File: config.mk
export PLATFORM = sky130hd
export DESIGN_NAME = dac_cmd_decoder
export DESIGN_NICKNAME = d
export VERILOG_FILES = /design/src/hw/dac_cmd_pkg.sv /design/src/hw/dac_cmd_decoder.sv /design/src/hw/pin_sync.sv /design/src/hw/serial_shifter.sv
export SDC_FILE = /design/constraint.sdc
export NUM_CORES = 1
export LEC_CHECK = 0
export BUFFER_PORTS_ARGS = -buffer_cell sky130_fd_sc_hd__buf_2
export CAP_MARGIN = 20
export CELL_PAD_IN_SITES_DETAIL_PLACEMENT = 1
export CELL_PAD_IN_SITES_GLOBAL_PLACEMENT = 2
export CORE_UTILIZATION = 36
export DETAILED_ROUTE_END_ITERATION = 6
export GPL_TIMING_DRIVEN = 0
export PLACE_DENSITY_LB_ADDON = 0.1
export REMOVE_ABC_BUFFERS = 1
export SETUP_SLACK_MARGIN = 0.4
export SYNTH_ARGS = -nofsm -noshare
export SYNTH_HDL_FRONTEND = slang
export SYNTH_HIERARCHICAL = 1
export SYNTH_SLANG_ARGS = --single-unit
export TNS_END_PERCENT = 1
File: constraint.sdc
create_clock -name i_clk -period 5.95 [get_ports i_clk]
set_clock_uncertainty 0.2 [all_clocks]
set_input_delay 0.595 -clock i_clk [delete_from_list [all_inputs] [get_ports i_clk]]
set_output_delay 0.595 -clock i_clk [all_outputs]
set_load 0.005 [all_outputs]
File: src/hw/dac_cmd_pkg.sv
/*
 * constants shared by the serial command decoder of a dual 12-bit
 * converter: word layout, command codes, power-down modes and the
 * wishbone register map. assumes nothing of its surroundings.
 */
package dac_cmd_pkg;
  // serial word layout
  localparam int WORD_W    = 16;   // bits per command word
  localparam int CODE_W    = 12;   // converter code width
  localparam int CB15      = 15;   // top control bit
  localparam int CB12      = 12;   // power-down flag bit
  localparam int CMD_LSB   = 13;   // command field is bits 15..13
  localparam int PDM_LSB   = 10;   // power-down mode field 11..10
  localparam int PDS_LSB   = 14;   // power-down channel select 15..14
  localparam logic [CODE_W-1:0] CODE_ZERO = 12'h000;
  // command field (bits 15..13) when the power-down flag is zero
  localparam logic [2:0] CMD_STORE_A = 3'h0;
  localparam logic [2:0] CMD_STORE_B = 3'h1;
  localparam logic [2:0] CMD_UPD_A   = 3'h2;
  localparam logic [2:0] CMD_UPD_A_B = 3'h3;
  localparam logic [2:0] CMD_UPD_B   = 3'h4;
  localparam logic [2:0] CMD_UPD_B_A = 3'h5;
  localparam logic [2:0] CMD_UPD_ALL = 3'h6;
  localparam logic [2:0] CMD_LOAD_AB = 3'h7;
  // power-down channel select codes
  localparam logic [1:0] PDS_A = 2'h1;
  localparam logic [1:0] PDS_B = 2'h2;
  // output state of one channel
  typedef enum logic [1:0] {PD_ACTIVE, PD_HIZ, PD_1K, PD_100K} pd_mode_t;
  // pin bundle order inside the synchroniser
  localparam int PIN_W  = 6;
  localparam int PIN_FS = 0;
  localparam int PIN_SC = 1;
  localparam int PIN_DI = 2;
  localparam int PIN_CL = 3;
  localparam int PIN_CH = 4;
  localparam int PIN_PD = 5;
  localparam logic [PIN_W-1:0] PIN_RST = 6'h09;  // frame and clear idle high
  // wishbone register map (byte addresses)
  localparam int WB_ADR_W = 4;
  localparam logic [WB_ADR_W-1:0] REG_CTRL   = 4'h0;
  localparam logic [WB_ADR_W-1:0] REG_CODE_A = 4'h4;
  localparam logic [WB_ADR_W-1:0] REG_CODE_B = 4'h8;
  localparam logic [WB_ADR_W-1:0] REG_STATUS = 4'hC;
  localparam int   CTRL_EN_BIT  = 0;
  localparam logic CTRL_EN_RST  = 1'b1;
  localparam int   CODE_OUT_LSB = 0;
  localparam int   CODE_IN_LSB  = 16;
  localparam int   ST_PDA_LSB   = 0;
  localparam int   ST_PDB_LSB   = 2;
  localparam int   ST_CHAIN_BIT = 4;
  localparam int   ST_CLR_BIT   = 5;
  localparam int   ST_PDPIN_BIT = 6;
  localparam int   ST_CNT_LSB   = 8;
  localparam int   ST_FRM_LSB   = 16;
  localparam int   FRM_W        = 8;
endpackage : dac_cmd_pkg

File: src/hw/dac_cmd_decoder.sv
/*
 * serial command front end of a dual 12-bit converter: frame sync,
 * serial clock and data pins are sampled on i_clk, words are decoded
 * into store/update operations on two input and two output registers,
 * with power-down modes, clear pin and a wishbone register window.
 * assumes the serial clock is much slower than i_clk (at least four
 * i_clk periods per half cycle) and a classic wishbone master.
 */
// The implementer's own choices: the placing of the registers and the Wishbone register port.
// Behaviour
// - falling frame sync starts a new word; chain mode restarts at the first clock fall after sync rises
// - clear low zeroes both output registers
// - code 0000 stores channel A input only
// - code 0010 stores channel B input only
// - code 0100 writes A input and output
// - code 0110 writes A, loads B output
// - code 1000 writes B input and output
// - code 1010 writes B, loads A output
// - code 1100 writes both channels' registers
// - code 1110 loads both outputs from inputs
// - sixteen-bit word: control then twelve-bit code
// - bit 12 set means power-down command
// - after clear, update at next sync rise
`timescale 1ns/1ps
module dac_cmd_decoder
  import dac_cmd_pkg::*;
#(
  parameter int ADR_W = WB_ADR_W
) (
  input  wire logic              i_clk,
  input  wire logic              i_rst_n,
  // serial pins
  input  wire logic              i_frame_sync_n,
  input  wire logic              i_serial_clk,
  input  wire logic              i_serial_word_in,
  input  wire logic              i_async_clear_n,
  input  wire logic              i_chain_enable,
  input  wire logic              i_power_down_pin,
  output logic                   o_serial_word_out,
  // converter side
  output logic      [CODE_W-1:0] o_dac_a_code,
  output logic      [CODE_W-1:0] o_dac_b_code,
  output pd_mode_t               o_pd_mode_a,
  output pd_mode_t               o_pd_mode_b,
  // wishbone slave
  input  wire logic              i_wb_cyc,
  input  wire logic              i_wb_stb,
  input  wire logic              i_wb_we,
  input  wire logic [ADR_W-1:0]  i_wb_adr,
  input  wire logic [3:0]        i_wb_sel,
  input  wire logic [31:0]       i_wb_dat,
  output logic                   o_wb_ack,
  output logic      [31:0]       o_wb_dat
);
  localparam int CNT_W = $clog2(WORD_W + 1);

  // all state of the block
  typedef struct packed {
    logic              fs_prev;     // last synced frame sync
    logic              sclk_prev;   // last synced serial clock
    logic              init_armed;  // chain mode waits for a clock fall
    logic              ctrl_en;     // software lets frames act
    logic [CODE_W-1:0] in_a;        // channel A input register
    logic [CODE_W-1:0] in_b;        // channel B input register
    logic [CODE_W-1:0] dac_a;       // channel A output register
    logic [CODE_W-1:0] dac_b;       // channel B output register
    pd_mode_t          pd_a;        // commanded state of channel A
    pd_mode_t          pd_b;        // commanded state of channel B
    pd_mode_t          pd_out_a;    // state after the power-down pin
    pd_mode_t          pd_out_b;
    logic [FRM_W-1:0]  frames;      // decoded words, wraps
    logic              ack;         // wishbone acknowledge
    logic [31:0]       rdat;        // wishbone read data
  } state_t;

  state_t r_r;
  state_t r_nxt;

  // synchronised pins
  logic [PIN_W-1:0]  pins_s;
  logic              fs_s;
  logic              sclk_s;
  logic              clr_s;
  logic              chain_s;
  logic              pdpin_s;

  // edges and shifter handshake
  logic              fs_fall;
  logic              fs_rise;
  logic              sclk_fall;
  logic              sh_shift;
  logic              sh_restart;
  logic [WORD_W-1:0] sh_word;
  logic [CNT_W-1:0]  sh_count;
  logic              sh_full;
  logic              sh_sdo;

  // decoded word
  logic              go;
  logic              pd_bit;
  logic [2:0]        cmd;
  logic [1:0]        pd_sel;
  logic [CODE_W-1:0] code;
  logic              bus_req;

  // power-down mode field: both ends of the range float the output
  function automatic pd_mode_t pd_decode(input logic [1:0] f);
    pd_mode_t m;
    unique case (f)
      2'h1:    m = PD_1K;
      2'h2:    m = PD_100K;
      default: m = PD_HIZ;
    endcase
    return m;
  endfunction : pd_decode

  // every pin is foreign to i_clk, so all six pass two flops
  pin_sync #(
    .W       (PIN_W),
    .RST_VAL (PIN_RST)
  ) u_sync (
    .i_clk   (i_clk),
    .i_rst_n (i_rst_n),
    .i_d     ({i_power_down_pin, i_chain_enable, i_async_clear_n,
               i_serial_word_in, i_serial_clk, i_frame_sync_n}),
    .o_q     (pins_s)
  );

  assign fs_s    = pins_s[PIN_FS];
  assign sclk_s  = pins_s[PIN_SC];
  assign clr_s   = pins_s[PIN_CL];
  assign chain_s = pins_s[PIN_CH];
  assign pdpin_s = pins_s[PIN_PD];

  // edges seen against the previous synced sample
  assign fs_fall   = r_r.fs_prev & ~fs_s;
  assign fs_rise   = ~r_r.fs_prev & fs_s;
  assign sclk_fall = r_r.sclk_prev & ~sclk_s;

  // bits are taken only inside a frame
  assign sh_shift = sclk_fall & ~fs_s & clr_s;

  // plain mode restarts the count at the frame start; chain mode keeps
  // shifting through the frame and is reset by the first clock fall
  // after sync rises, which the host must supply
  always_comb begin
    if (!clr_s) begin
      sh_restart = 1'b1;
    end else if (chain_s) begin
      sh_restart = r_r.init_armed & sclk_fall & fs_s;
    end else begin
      sh_restart = fs_fall;
    end
  end

  serial_shifter #(
    .W         (WORD_W)
  ) u_shift (
    .i_clk     (i_clk),
    .i_rst_n   (i_rst_n),
    .i_restart (sh_restart),
    .i_shift   (sh_shift),
    .i_bit     (pins_s[PIN_DI]),
    .i_chain   (chain_s),
    .o_word    (sh_word),
    .o_count   (sh_count),
    .o_full    (sh_full),
    .o_sdo     (sh_sdo)
  );

  // a word acts at sync rise once sixteen bits are in; a short frame
  // is dropped without effect
  assign go     = fs_rise & sh_full & r_r.ctrl_en & clr_s;
  assign cmd    = sh_word[CB15:CMD_LSB];
  assign pd_bit = sh_word[CB12];
  assign pd_sel = sh_word[CB15:PDS_LSB];
  assign code   = sh_word[CODE_W-1:0];

  assign bus_req = i_wb_cyc & i_wb_stb & ~r_r.ack;

  // next state of the whole block
  always_comb begin
    r_nxt           = r_r;
    r_nxt.fs_prev   = fs_s;
    r_nxt.sclk_prev = sclk_s;
    // chain mode arms its restart at each frame end
    if (fs_rise) begin
      r_nxt.init_armed = 1'b1;
    end else if (sclk_fall & fs_s) begin
      r_nxt.init_armed = 1'b0;
    end
    // command decode
    if (go) begin
      r_nxt.frames = r_r.frames + 1'b1;
      if (pd_bit) begin
        // channel select 01 is A, 10 is B, the others both
        if (pd_sel != PDS_B) begin
          r_nxt.pd_a = pd_decode(sh_word[PDM_LSB+1:PDM_LSB]);
        end
        if (pd_sel != PDS_A) begin
          r_nxt.pd_b = pd_decode(sh_word[PDM_LSB+1:PDM_LSB]);
        end
      end else begin
        // an output register load also wakes that channel
        unique case (cmd)
          CMD_STORE_A: begin
            r_nxt.in_a = code;
          end
          CMD_STORE_B: begin
            r_nxt.in_b = code;
          end
          CMD_UPD_A: begin
            r_nxt.in_a  = code;
            r_nxt.dac_a = code;
            r_nxt.pd_a  = PD_ACTIVE;
          end
          CMD_UPD_A_B: begin
            r_nxt.in_a  = code;
            r_nxt.dac_a = code;
            r_nxt.dac_b = r_r.in_b;
            r_nxt.pd_a  = PD_ACTIVE;
            r_nxt.pd_b  = PD_ACTIVE;
          end
          CMD_UPD_B: begin
            r_nxt.in_b  = code;
            r_nxt.dac_b = code;
            r_nxt.pd_b  = PD_ACTIVE;
          end
          CMD_UPD_B_A: begin
            r_nxt.in_b  = code;
            r_nxt.dac_b = code;
            r_nxt.dac_a = r_r.in_a;
            r_nxt.pd_a  = PD_ACTIVE;
            r_nxt.pd_b  = PD_ACTIVE;
          end
          CMD_UPD_ALL: begin
            r_nxt.in_a  = code;
            r_nxt.in_b  = code;
            r_nxt.dac_a = code;
            r_nxt.dac_b = code;
            r_nxt.pd_a  = PD_ACTIVE;
            r_nxt.pd_b  = PD_ACTIVE;
          end
          CMD_LOAD_AB: begin
            r_nxt.dac_a = r_r.in_a;
            r_nxt.dac_b = r_r.in_b;
            r_nxt.pd_a  = PD_ACTIVE;
            r_nxt.pd_b  = PD_ACTIVE;
          end
        endcase
      end
    end
    // clear behaves like power-on: it wins over any decode
    if (!clr_s) begin
      r_nxt.in_a  = CODE_ZERO;
      r_nxt.in_b  = CODE_ZERO;
      r_nxt.dac_a = CODE_ZERO;
      r_nxt.dac_b = CODE_ZERO;
      r_nxt.pd_a  = PD_ACTIVE;
      r_nxt.pd_b  = PD_ACTIVE;
    end
    // the power-down pin floats both outputs, keeping their codes
    r_nxt.pd_out_a = pdpin_s ? PD_HIZ : r_nxt.pd_a;
    r_nxt.pd_out_b = pdpin_s ? PD_HIZ : r_nxt.pd_b;
    // wishbone: one-cycle answer, unmapped reads zero, writes only reach the control register
    r_nxt.ack  = bus_req;
    r_nxt.rdat = '0;
    if (bus_req) begin
      unique case (i_wb_adr)
        REG_CTRL: begin
          r_nxt.rdat[CTRL_EN_BIT] = r_r.ctrl_en;
          if (i_wb_we & i_wb_sel[0]) begin
            r_nxt.ctrl_en = i_wb_dat[CTRL_EN_BIT];
          end
        end
        REG_CODE_A: begin
          r_nxt.rdat[CODE_OUT_LSB +: CODE_W] = r_r.dac_a;
          r_nxt.rdat[CODE_IN_LSB +: CODE_W]  = r_r.in_a;
        end
        REG_CODE_B: begin
          r_nxt.rdat[CODE_OUT_LSB +: CODE_W] = r_r.dac_b;
          r_nxt.rdat[CODE_IN_LSB +: CODE_W]  = r_r.in_b;
        end
        REG_STATUS: begin
          r_nxt.rdat[ST_PDA_LSB +: 2]     = r_r.pd_out_a;
          r_nxt.rdat[ST_PDB_LSB +: 2]     = r_r.pd_out_b;
          r_nxt.rdat[ST_CHAIN_BIT]        = chain_s;
          r_nxt.rdat[ST_CLR_BIT]          = clr_s;
          r_nxt.rdat[ST_PDPIN_BIT]        = pdpin_s;
          r_nxt.rdat[ST_CNT_LSB +: CNT_W] = sh_count;
          r_nxt.rdat[ST_FRM_LSB +: FRM_W] = r_r.frames;
        end
        default: begin
          r_nxt.rdat = '0;
        end
      endcase
    end
  end

  // register the state; sync idles high so no edge is seen at release
  always_ff @(posedge i_clk) begin
    if (!i_rst_n) begin
      r_r         <= '0;
      r_r.fs_prev <= 1'b1;
      r_r.ctrl_en <= CTRL_EN_RST;
    end else begin
      r_r <= r_nxt;
    end
  end

  // outputs straight from flops
  assign o_dac_a_code      = r_r.dac_a;
  assign o_dac_b_code      = r_r.dac_b;
  assign o_pd_mode_a       = r_r.pd_out_a;
  assign o_pd_mode_b       = r_r.pd_out_b;
  assign o_serial_word_out = sh_sdo;
  assign o_wb_ack          = r_r.ack;
  assign o_wb_dat          = r_r.rdat;
endmodule : dac_cmd_decoder

File: src/hw/pin_sync.sv
/*
 * two-flop synchroniser for a bundle of pin levels.
 * assumes the inputs are asynchronous levels; the first stage is read
 * only by the second.
 */
`timescale 1ns/1ps
module pin_sync #(
  parameter int             W       = 1,
  parameter logic [W-1:0]   RST_VAL = '0
) (
  input  wire logic         i_clk,
  input  wire logic         i_rst_n,
  input  wire logic [W-1:0] i_d,
  output logic      [W-1:0] o_q
);
  typedef struct packed {
    logic [W-1:0] s1;  // metastable stage
    logic [W-1:0] s2;  // settled stage
  } sync_t;

  sync_t r_r;
  sync_t r_nxt;

  // next state: plain two-deep shift
  always_comb begin
    r_nxt    = r_r;
    r_nxt.s1 = i_d;
    r_nxt.s2 = r_r.s1;
  end

  // register with idle levels at reset
  always_ff @(posedge i_clk) begin
    if (!i_rst_n) begin
      r_r <= {RST_VAL, RST_VAL};
    end else begin
      r_r <= r_nxt;
    end
  end

  assign o_q = r_r.s2;
endmodule : pin_sync

File: src/hw/serial_shifter.sv
/*
 * input shift register of the serial port, msb first, with a saturating
 * bit count and the chained serial output.
 * assumes shift and restart are one-cycle pulses on i_clk.
 */
`timescale 1ns/1ps
module serial_shifter #(
  parameter int W     = 16,
  parameter int CNT_W = $clog2(W + 1)
) (
  input  wire logic             i_clk,
  input  wire logic             i_rst_n,
  input  wire logic             i_restart,  // zero the count
  input  wire logic             i_shift,    // take one bit
  input  wire logic             i_bit,
  input  wire logic             i_chain,
  output logic      [W-1:0]     o_word,
  output logic      [CNT_W-1:0] o_count,
  output logic                  o_full,
  output logic                  o_sdo
);
  typedef struct packed {
    logic [W-1:0]     shreg;  // captured bits, newest at bit 0
    logic [CNT_W-1:0] count;  // bits since restart, saturates at W
    logic             serial_word_out;    // bit pushed out of the top
  } shift_t;

  shift_t r_r;
  shift_t r_nxt;

  // a restart and a shift in one cycle count the new bit as the first
  always_comb begin
    r_nxt = r_r;
    if (i_restart) begin
      r_nxt.count = '0;
    end
    if (i_shift) begin
      r_nxt.shreg = {r_r.shreg[W-2:0], i_bit};
      if (i_restart) begin
        r_nxt.count = CNT_W'(1);
      end else if (r_r.count != CNT_W'(W)) begin
        r_nxt.count = r_r.count + 1'b1;
      end
      r_nxt.serial_word_out = i_chain & r_r.shreg[W-1];
    end
    if (!i_chain) begin
      r_nxt.serial_word_out = 1'b0;  // output idles low outside chain mode
    end
  end

  // register the state
  always_ff @(posedge i_clk) begin
    if (!i_rst_n) begin
      r_r <= '0;
    end else begin
      r_r <= r_nxt;
    end
  end

  assign o_word  = r_r.shreg;
  assign o_count = r_r.count;
  assign o_full  = (r_r.count == CNT_W'(W));
  assign o_sdo   = r_r.serial_word_out;
endmodule : serial_shifter
==> qor.yml, run 1 <==
setup_path:
  cp.arrival_ps: 3530
  critPathRequiredTime_ps: 6080
  critPathSlowestCell: "dfxtp_1"
  cp_cell_sequence: "nand2_1 -> a211oi_4 -> buf_8 -> nor2_1 -> a311oi_1"
  crit_path_start_kind: "flop"
  critPathMaxFanout: 21
  critPathKind: "flop to flop"
  cp_num_buf_inv: 1
  cp_top_family: "compound AO/OA/AOI/OAI gates"
  max_stage_delay_ps: 1010
  worst_setup_path_end_kind: "flop"
synth:
  yosysWarnings: 6
  ys_seq_area_share_pct: 44.0
  ys.flop_type: "dfxtp_1"
  async_flop_share_pct: 0
  postSynthCellCount: 625
  synth_seq_cells: 128
  synth-edff-count: 0
  netlist_top_cells_count: "128 x dfxtp_1, 68 x nor2_1, 64 x buf_4"
  synth_top_area_cell: "dfxtp_1"
  synth_top_area_share_pct: 44.0
  synth_cell_types: 59
  synth_most_common_cell: "dfxtp_1"
  avgSynthCellArea_um2: 9.32
  synth_area_leaders: "dfxtp_1 44%, buf_4 8.2%, mux2i_1 5.7%"
  netlist_area_mm2: 0.00582
sta:
  fmaxAchievable_ghz: 0.294
  maxSlewHeadroom_pct: 29.8
  slew_viol_final: 0
  finalWorstSetupSlack_ps: 2540
  setup_viol: 0
  rsz0062_at_grt: "false"
  post-route-min-period_ps: 3410
  tightestPinTransition_ps: 1050
  hold_viol_final: 0
  period_share_pct: 57.2
  holdWs_ps: 154
  final.setup.tns_ps: 0
placement:
  post_dp_cell_area_mm2: 0.00595
  pre_cts_slack_ps: 2560
  gp_congestion: 0.697
  io_buffers: 71
  hpwl_um: 10500
power_and_ir_drop:
  ir_drop_mv: 0.187
  leakagePower_uw: 0.00235
  power.density_mw_per_mm2: 305
cts:
  clockRootBuffer: "clkbuf_16"
  htreeDepth: 4
  cts_tree: "yes"
  cts_hold_buf: 0
  clk_latency_ps: 420
  cts_buffers: 17
  cts_resized: 0
  cts_setup_buffers: 0
  cts_buffer_depth: 2
  cts.sinks: 128
  cts.clk_slew.worst_paths_ps: 60
detailed_routing:
  dr.pass1.iters: 4
  viasPerCell: 5.22
  vias: 4477
  totalWireLength_um: 16100
  drc_errors: 0
  drt_iter0_drc: 198
  ant_nets: 0
  routedWlPerCell_um: 18.8
floorplanning:
  num_rows: 46
  core_mm2: 0.0158
  die_area_mm2: 0.0167
  io_pins: 113
  dieHeight_um: 129
  start_util_pct: 36.8
  fp.dieW_um: 129
cells_and_area:
  syn_to_final_growth_pct: 13.0
  antenna_cells: 0
  final_cell_area_mm2: 0.00658
  fill_cells: 1832
  drive_gt1_share_pct: 22.6
  final_nets: 684
global_routing:
  grt_max_degree: 52
  grt_pass1_wl_um: 25300
  grtUsageTotal_pct: 20.6
  overflow: 0
  antenna_found_initial: 0
  grt_pass1_vias: 4435
outcome:
  outcome: "complete, no violations"
job:
  drv_cap: 0
hold_path:
  hold_class: "input port to flop"
-- through the flow --
step | std cells | power, uW | util, %
2_1_floorplan | 530 | 906 | -
3_3_place_gp | 817 | 935 | 36.7
3_5_place_dp | 825 | 940 | 37.6
4_1_cts | 857 | 2030 | 41.5
5_1_grt | 858 | 2070 | 41.6
6_report | 858 | 2010 | 41.6
-- power by group --
| group | internal [uW] | total, uW | switching, uW |
|---|---|---|---|
| clock | 700 | 1090 | 385 |
| combinational | 18.7 | 54.1 | 35.4 |
| sequential | 863 | 867 | 4.16 |
| total | 1580 | 2010 | 425 |
-- state kept, by name (all words and copies together), names as in the netlist --
| register | count |
|---|---|
| r_r | 40 |
| o_dac_b_code | 12 |
| u_shift/o_sdo | 1 |
| u_shift/o_count | 5 |
| o_wb_ack | 1 |
| o_wb_dat | 25 |
| u_shift/o_word | 16 |
| o_pd_mode_a | 2 |
| o_dac_a_code | 12 |
| u_sync/r_nxt | 6 |
| u_sync/o_q | 6 |
| o_pd_mode_b | 2 |
-- area by class of cell --
class	instances	area, um2	share of cell area (%)
multi-input cells	393	2590	39.4
well taps	216	270	4.11
flip-flops and latches	128	2560	39.0
clock buffers	22	484	7.36
clock inverters	10	133	2.02
repair buffers	80	505	7.68
inverters	9	33.8	0.514
-- cells by family after synthesis --
logic type / Yosys count / share of synthesized area (%)
compound gates: 97 / 12.5
xor+xnor: 7 / 1.05
fa+ha+maj: 6 / 1.20
buf+inv: 110 / 12.0
flops: 128 / 44.0
mux: 51 / 9.15
other cells: 1 / 0.0644
simple gates: 225 / 20.0
-- routing by layer --
metal  GRT usage (%)  vias to the layer above  routed length, um
li1                -                     2123                  -
met3            4.21                       22                546
met2            34.8                       90               7810
met1            26.0                     2242               7460
met4            7.54                        0                276
met5               0                        -                  0
-- worst paths after layout --
| kind | from | to | slack [ps] | cells after the start |
|---|---|---|---|---|
| worst max-delay path | u_shift/o_word[14] | o_dac_b_code[3] | 2540 | 5 |
| worst min-delay path | i_async_clear_n | u_sync/r_nxt[3] | 150 | 2 |
| worst min register to register | u_sync/r_nxt[3] | u_sync/o_q[3] | 210 | 1 |
| worst max register to register | u_shift/o_word[14] | o_dac_b_code[3] | 2540 | 5 |
-- layout by cell type (no fill, tap or decap), types with 4 or more instances in the layout --
cell type / netlist / final
nor2_1: 68 / 68
nand3_1: 42 / 42
clkbuf_8: 1 / 4
ha_1: 4 / 4
mux2i_1: 33 / 33
nand4_1: 7 / 7
o211ai_1: 5 / 5
xnor2_1: 5 / 5
o21ai_0: 4 / 4
nand2_1: 41 / 40
nand2b_1: 7 / 7
inv_1: 7 / 7
a21oi_1: 16 / 16
mux2_2: 18 / 18
buf_2: 5 / 71
and2_1: 16 / 16
conb_1: 1 / 7
a22oi_1: 23 / 23
dfxtp_1: 128 / 128
clkinv_2: 0 / 4
clkbuf_16: 0 / 17
nor2b_1: 22 / 21
o21ai_1: 8 / 8
a311oi_1: 24 / 24
-- worst register-to-register path: stages (launching register included) --
cell and delay [ps]:
dfxtp_1 1010, nand2_1 760, a211oi_4 780, buf_8 250, nor2_1 70, a311oi_1 240
No activity file was read; power rests on OpenSTA's default activity.
==> run 2, diff against run 1 <==
--- a/config.mk
+++ b/config.mk
@@ -9,7 +9,7 @@
 export CAP_MARGIN = 20
 export CELL_PAD_IN_SITES_DETAIL_PLACEMENT = 1
 export CELL_PAD_IN_SITES_GLOBAL_PLACEMENT = 2
-export CORE_UTILIZATION = 36
+export CORE_UTILIZATION = 34
 export DETAILED_ROUTE_END_ITERATION = 6
 export GPL_TIMING_DRIVEN = 0
 export PLACE_DENSITY_LB_ADDON = 0.1
==> constraint.sdc (replaced) <==
create_clock -name i_clk -period 3.51 [get_ports i_clk]
set_clock_uncertainty 0.2 [all_clocks]
set_input_delay 0.351 -clock i_clk [delete_from_list [all_inputs] [get_ports i_clk]]
set_output_delay 0.351 -clock i_clk [all_outputs]
set_load 0.005 [all_outputs]
==> run 2 against run 1 <==
Cell area is 1.8% higher. Critical path type unchanged. Core utilization fell by 1.3 points. Via count down 0.63%. Global-route usage fell by 1.0 points. Largest cell class unchanged.
==> qor.yml, run 2 (synthesis gave the netlist of run 1 again) <==
floorplanning:
  start_util_pct: 35.0  # -1.8 points
  fp.dieW_um: 133  # +2.9%
  dieHeight_um: 133  # +2.9%
  core_mm2: 0.0166  # +5.1%
  die_area_mm2: 0.0177  # +5.8%
  num_rows: 47  # +2.2%
  io_pins: 113  # unchanged
detailed_routing:
  ant_nets: 0  # unchanged
  totalWireLength_um: 16300  # +1.6%
  drc_errors: 0  # unchanged
  routedWlPerCell_um: 18.8  # +0.27%
  vias: 4449  # -0.63%
  viasPerCell: 5.12  # -1.9%
  dr.pass1.iters: 4  # unchanged
  drt_iter0_drc: 261  # +32%
cts:
  clk_latency_ps: 420  # about the same
  cts_tree: "yes"
  htreeDepth: 4  # unchanged
  cts_buffers: 17  # unchanged
  cts.clk_slew.worst_paths_ps: 60  # about the same
  cts.sinks: 128  # unchanged
  clockRootBuffer: "clkbuf_16"
  cts_buffer_depth: 2  # unchanged
cells_and_area:
  final_common_cell: "dfxtp_1"
  largest_register_ffs: 40  # unchanged
  drive_gt1_share_pct: 23.0  # +0.37 points
  final_nets: 691  # +1.0%
  fin_util_pct: 40.2  # -1.3 points
  multi_input_area_mm2: 0.00259  # about the same
  final_cell_area_mm2: 0.00670  # +1.8%
  fill_cells: 1924  # +5.0%
  largest_register: "r_r"
  seqCellArea_mm2: 0.00256  # about the same
  syn_to_final_growth_pct: 15.0
  antenna_cells: 0  # unchanged
  final_cell_mix: "126 x dfxtp_1, 71 x buf_2, 68 x nor2_1"
setup_path:
  cp_top_family: "compound AO/OA/AOI/OAI gates"
  critPathRequiredTime_ps: 3630  # -2450 ps
  r2r_start: "u_shift/o_word[13]"
  worst_setup_path_end_kind: "flop"
  reg2reg_depth: 5  # unchanged
  critPathKind: "flop to flop"
  crit_path_start_kind: "flop"
  critPathSlowestCell: "dfxtp_1"
  cp_cell_sequence: "nand2_2 -> a211oi_4 -> buf_8 -> nor2_1 -> a311oi_1"
  cp.arrival_ps: 3050  # -480 ps
  reg2reg_to: "o_dac_b_code[2]"
  critPathMaxFanout: 16  # -24%
  r2r_slack_ps: 570  # -1970 ps
  cp_num_buf_inv: 1  # unchanged
  max_stage_delay_ps: 880  # -130 ps
power_and_ir_drop:
  leakagePower_uw: 0.00239  # +1.8%
  total_power_uw: 3580  # +79%
  power.density_mw_per_mm2: 535  # +75%
  ir_drop_mv: 0.351  # +88%
placement:
  gp_congestion: 0.731  # +4.9%
  io_buffers: 71  # unchanged
  post_dp_cell_area_mm2: 0.00594  # -0.25%
  hpwl_um: 10800  # +2.1%
job:
  drv_cap: 0  # unchanged
sta:
  post-route-min-period_ps: 2940  # -470 ps
  tightestPinTransition_ps: 1090  # +41.2 ps
  slew_viol_final: 0  # unchanged
  period_share_pct: 83.6  # +26 points
  holdWs_ps: 57.8  # -96.0 ps
  fmaxAchievable_ghz: 0.341  # +16%
  hold_viol_final: 0  # unchanged
  rsz0062_at_grt: "true"
  setup_viol: 0  # unchanged
  maxSlewHeadroom_pct: 26.8  # -2.9 points
outcome:
  outcome: "complete, no violations"
global_routing:
  grtUsageTotal_pct: 19.6  # -1.0 points
  antenna_found_initial: 0  # unchanged
  grt_max_degree: 52  # unchanged
  grt_pass1_wl_um: 26200  # +3.2%
  grt_pass1_vias: 4550  # +2.6%
  overflow: 0  # unchanged
hold_path:
  holdPathEnd: "r_r[97]"
  min_path_cells: 4  # +2
  hold_class: "input port to flop"
  worstHoldStart: "i_wb_sel[0]"
-- run 2: worst max-delay path by stage --
stage          slack [ps]                from              end  cells after the start
2_1_floorplan         910  u_shift/o_word[13]  o_dac_b_code[0]                      4
3_3_place_gp         -620  u_shift/o_word[13]   o_pd_mode_b[0]                      3
3_5_place_dp          130  u_shift/o_word[14]  o_dac_b_code[8]                      5
4_1_cts               270  u_shift/o_word[13]  o_dac_b_code[8]                      5
5_1_grt               390  u_shift/o_word[13]  o_dac_b_code[5]                      5
6_report              570  u_shift/o_word[13]  o_dac_b_code[2]                      5
-- run 2: repair_timing --
action	CTS	global route
setup buffers	0	1
hold endpoints to repair	7	0
hold buffers	7	0
endpoints found under the setup margin	19	18
pin swaps	0	1
gates resized for setup	2	1
-- run 2: area by class of cell --
| class | count | share of cell area, % |
|---|---|---|
| flip-flops and latches | 128 | 38.3 |
| clock inverters | 14 | 3.55 |
| well taps | 220 | 4.11 |
| repair buffers | 87 | 8.24 |
| clock buffers | 18 | 6.56 |
| inverters | 9 | 0.505 |
| multi-input cells | 393 | 38.7 |
-- run 2: where the power goes --
group	total [uW]	switching [uW]	internal [uW]
sequential	1470	7.09	1460
clock	2020	669	1350
combinational	95.4	60.3	35.1
total	3580	736	2850
-- run 2: worst register-to-register path, stage by stage, from the launching register on --
cell and delay, ps:
dfxtp_1 880, nand2_2 500, a211oi_4 720, buf_8 250, nor2_1 60, a311oi_1 230
-- run 2: metal layers --
layer / GRT usage, % / up-vias / part of all wire, %
met3: 3.60 / 12 / 2.7
met1: 25.1 / 2227 / 47
met5: 0 / - / 0
met2: 33.2 / 74 / 49
li1: - / 2136 / -
met4: 6.07 / 0 / 0.91
-- run 2: stage by stage --
| step | instances | setup WS, ps | setup TNS, ps |
|---|---|---|---|
| global route | 869 | 387 | 0 |
| detailed placement | 829 | 131 | 0 |
| global placement | 821 | -621 | -14670 |
| CTS | 868 | 270 | 0 |
| finish | 869 | 574 | 0 |
| floorplan | 530 | 915 | 0 |
==> run 3, diff against run 2 <==
==> constraint.sdc (replaced) <==
create_clock -name i_clk -period 3 [get_ports i_clk]
set_clock_uncertainty 0.2 [all_clocks]
set_input_delay 0.3 -clock i_clk [delete_from_list [all_inputs] [get_ports i_clk]]
set_output_delay 0.3 -clock i_clk [all_outputs]
set_load 0.005 [all_outputs]
==> run 3 against run 2 <==
Power is 17% higher. Register-to-register slack worse by 230 ps. Worst hold slack better by 27 ps. Die area stayed put. Sequential share of layout area is 0.10 points lower. Critical path depth stayed put. Cell area is 0.32% higher. Routed wire length is 0.13% higher. Setup slack worse by 230 ps. Global-route usage hardly changed. Core utilization is 0.13 points higher. Combinational power is 17% higher.
==> qor.yml, run 3 (synthesis gave the netlist of run 1 again) <==
cts:
  clk_latency_ps: 420  # about the same
  cts_buffer_depth: 2  # unchanged
  cts_buffers: 17  # unchanged
  clockRootBuffer: "clkbuf_16"
  cts_tree: "yes"
  htreeDepth: 4  # unchanged
  cts.sinks: 128  # unchanged
  cts.clk_slew.worst_paths_ps: 50  # about the same
detailed_routing:
  drt_iter0_drc: 275  # +5.4%
  dr.max_layer_used: "met4"
  totalWireLength_um: 16400  # +0.13%
  wl_met1_um: 7840  # +1.3%
  wl_met2_um: 8010  # unchanged
  viasPerCell: 5.10  # -0.41%
  drc_errors: 0  # unchanged
  dr.pass1.iters: 5  # +1
  ant_nets: 0  # unchanged
  route.met3.wl_um: 378  # -14%
  routedWlPerCell_um: 18.8  # -0.10%
  vias: 4441  # -0.18%
floorplanning:
  io_pins: 113  # unchanged
  fp.dieW_um: 133  # unchanged
  start_util_pct: 35.0  # unchanged
  die_area_mm2: 0.0177  # unchanged
  core_mm2: 0.0166  # unchanged
  dieHeight_um: 133  # unchanged
  num_rows: 47  # unchanged
setup_path:
  critPathRequiredTime_ps: 3120  # -510 ps
  cp_cell_sequence: "nand2_2 -> a211oi_4 -> buf_8 -> nor2_1 -> a311oi_1"
  crit_path_start_kind: "flop"
  critPathMaxFanout: 21  # +5
  cp_num_buf_inv: 1  # unchanged
  worst_setup_path_end_kind: "flop"
  critPathKind: "flop to flop"
  critPathSlowestCell: "dfxtp_2"
  cp_top_family: "compound AO/OA/AOI/OAI gates"
  cp.arrival_ps: 2770  # -280 ps
  max_stage_delay_ps: 700  # -180 ps
sta:
  maxSlewHeadroom_pct: 40.4  # +14 points
  period_share_pct: 88.6  # +4.9 points
  post-route-min-period_ps: 2660  # -279 ps
  fmaxAchievable_ghz: 0.376  # +10%
  hold_viol_final: 0  # unchanged
  setup_viol: 0  # unchanged
  finalWorstSetupSlack_ps: 343  # -231 ps
  tightestPinTransition_ps: 894  # -200 ps
  final.setup.tns_ps: 0  # unchanged
  slew_viol_final: 0  # unchanged
  rsz0062_at_grt: "true"
global_routing:
  grt_pass1_wl_um: 26200  # +0.24%
  overflow: 0  # unchanged
  grt_max_degree: 52  # unchanged
  grtUsageTotal_pct: 19.7  # +0.041 points
  antenna_found_initial: 0  # unchanged
  grt_pass1_vias: 4567  # +0.37%
cells_and_area:
  syn_to_final_growth_pct: 15.3
  drive_gt1_share_pct: 23.3  # +0.39 points
  final_cell_mix: "125 x dfxtp_1, 71 x buf_2, 67 x nor2_1"
  final_common_cell: "dfxtp_1"
  antenna_cells: 0  # unchanged
  final_nets: 693  # +0.29%
  largest_register_ffs: 40  # unchanged
  stdcell_count: 871  # +0.23%
  largest_register: "r_r"
placement:
  hpwl_um: 10800  # unchanged
  pre_cts_slack_ps: -379  # -510 ps
  io_buffers: 71  # unchanged
  dp_cells: 829  # unchanged
  gp_congestion: 0.731  # unchanged
hold_path:
  hold_class: "input port to flop"
outcome:
  outcome: "complete, no violations"
power_and_ir_drop:
  total_power_uw: 4190  # +17%
  ir_drop_mv: 0.410  # +17%
  leakagePower_uw: 0.00240  # +0.52%
  power.density_mw_per_mm2: 624  # +17%
job:
  drv_cap: 0  # unchanged
run 3: cell count changes in the layout (fill, tap and decap cells not counted):
cell and change:
nor2_2 +1, nor2_1 -1, dfxtp_2 +1, dlygate4sd3_1 +1
dfxtp_1 -1, buf_4 +1
run 3: layout make-up:
| type | count | area (um2) |
|---|---|---|
| sequential | 128 | 2570 |
| inverter | 9 | 33.8 |
| timing repair buffer | 89 | 569 |
| fill | 1924 | 9930 |
| clock buffer | 18 | 439 |
| multi-input combinational | 393 | 2590 |
| clock inverter | 14 | 238 |
| tap | 220 | 275 |
run 3: worst register-to-register path, delay by kind of cell (launching register included):
| family | cells | cell delay, ps |
|---|---|---|
| compound gates | 2 | 940 |
| flops | 1 | 700 |
| simple gates | 2 | 470 |
| buf+inv | 1 | 250 |
run 3: metal layers:
metal | global-route usage (%) | vias to the layer above
met2 | 33.2 | 66
li1 | - | 2138
met1 | 25.2 | 2227
met3 | 3.60 | 10
met4 | 6.19 | 0
met5 | 0 | -
run 3: worst paths after layout:
path	cells past startpoint	slack, ps	startpoint	endpoint
worst max-delay path	5	340	u_shift/o_word[14]	o_dac_b_code[2]
worst min-delay path	4	80	i_wb_adr[0]	o_wb_dat[0]
worst max register to register	5	340	u_shift/o_word[14]	o_dac_b_code[2]
worst min register to register	1	210	u_sync/r_nxt[3]	u_sync/o_q[3]
run 3: repair_timing:
action,4_1_cts,5_1_grt
hold buffers,8,0
setup endpoints to repair,52,40
endpoints found under the hold margin,7,0
gates resized for setup,4,1
pin swaps,2,1
setup buffers,1,1
run 3: where the power goes:
| group | internal [uW] | switching (uW) |
|---|---|---|
| clock network | 1580 | 782 |
| registers | 1710 | 8.30 |
| logic | 41.1 | 70.8 |
run 3: per-stage QoR:
stage               instance area [um2]  hold WS, ps  util [%]
finish                             6720         84.8      40.4
global placement                   5810          189      34.9
floorplan                          5180          162         -
global route                       6720         85.2      40.4
detailed placement                 5940          203      35.7
CTS                                6710         62.4      40.3
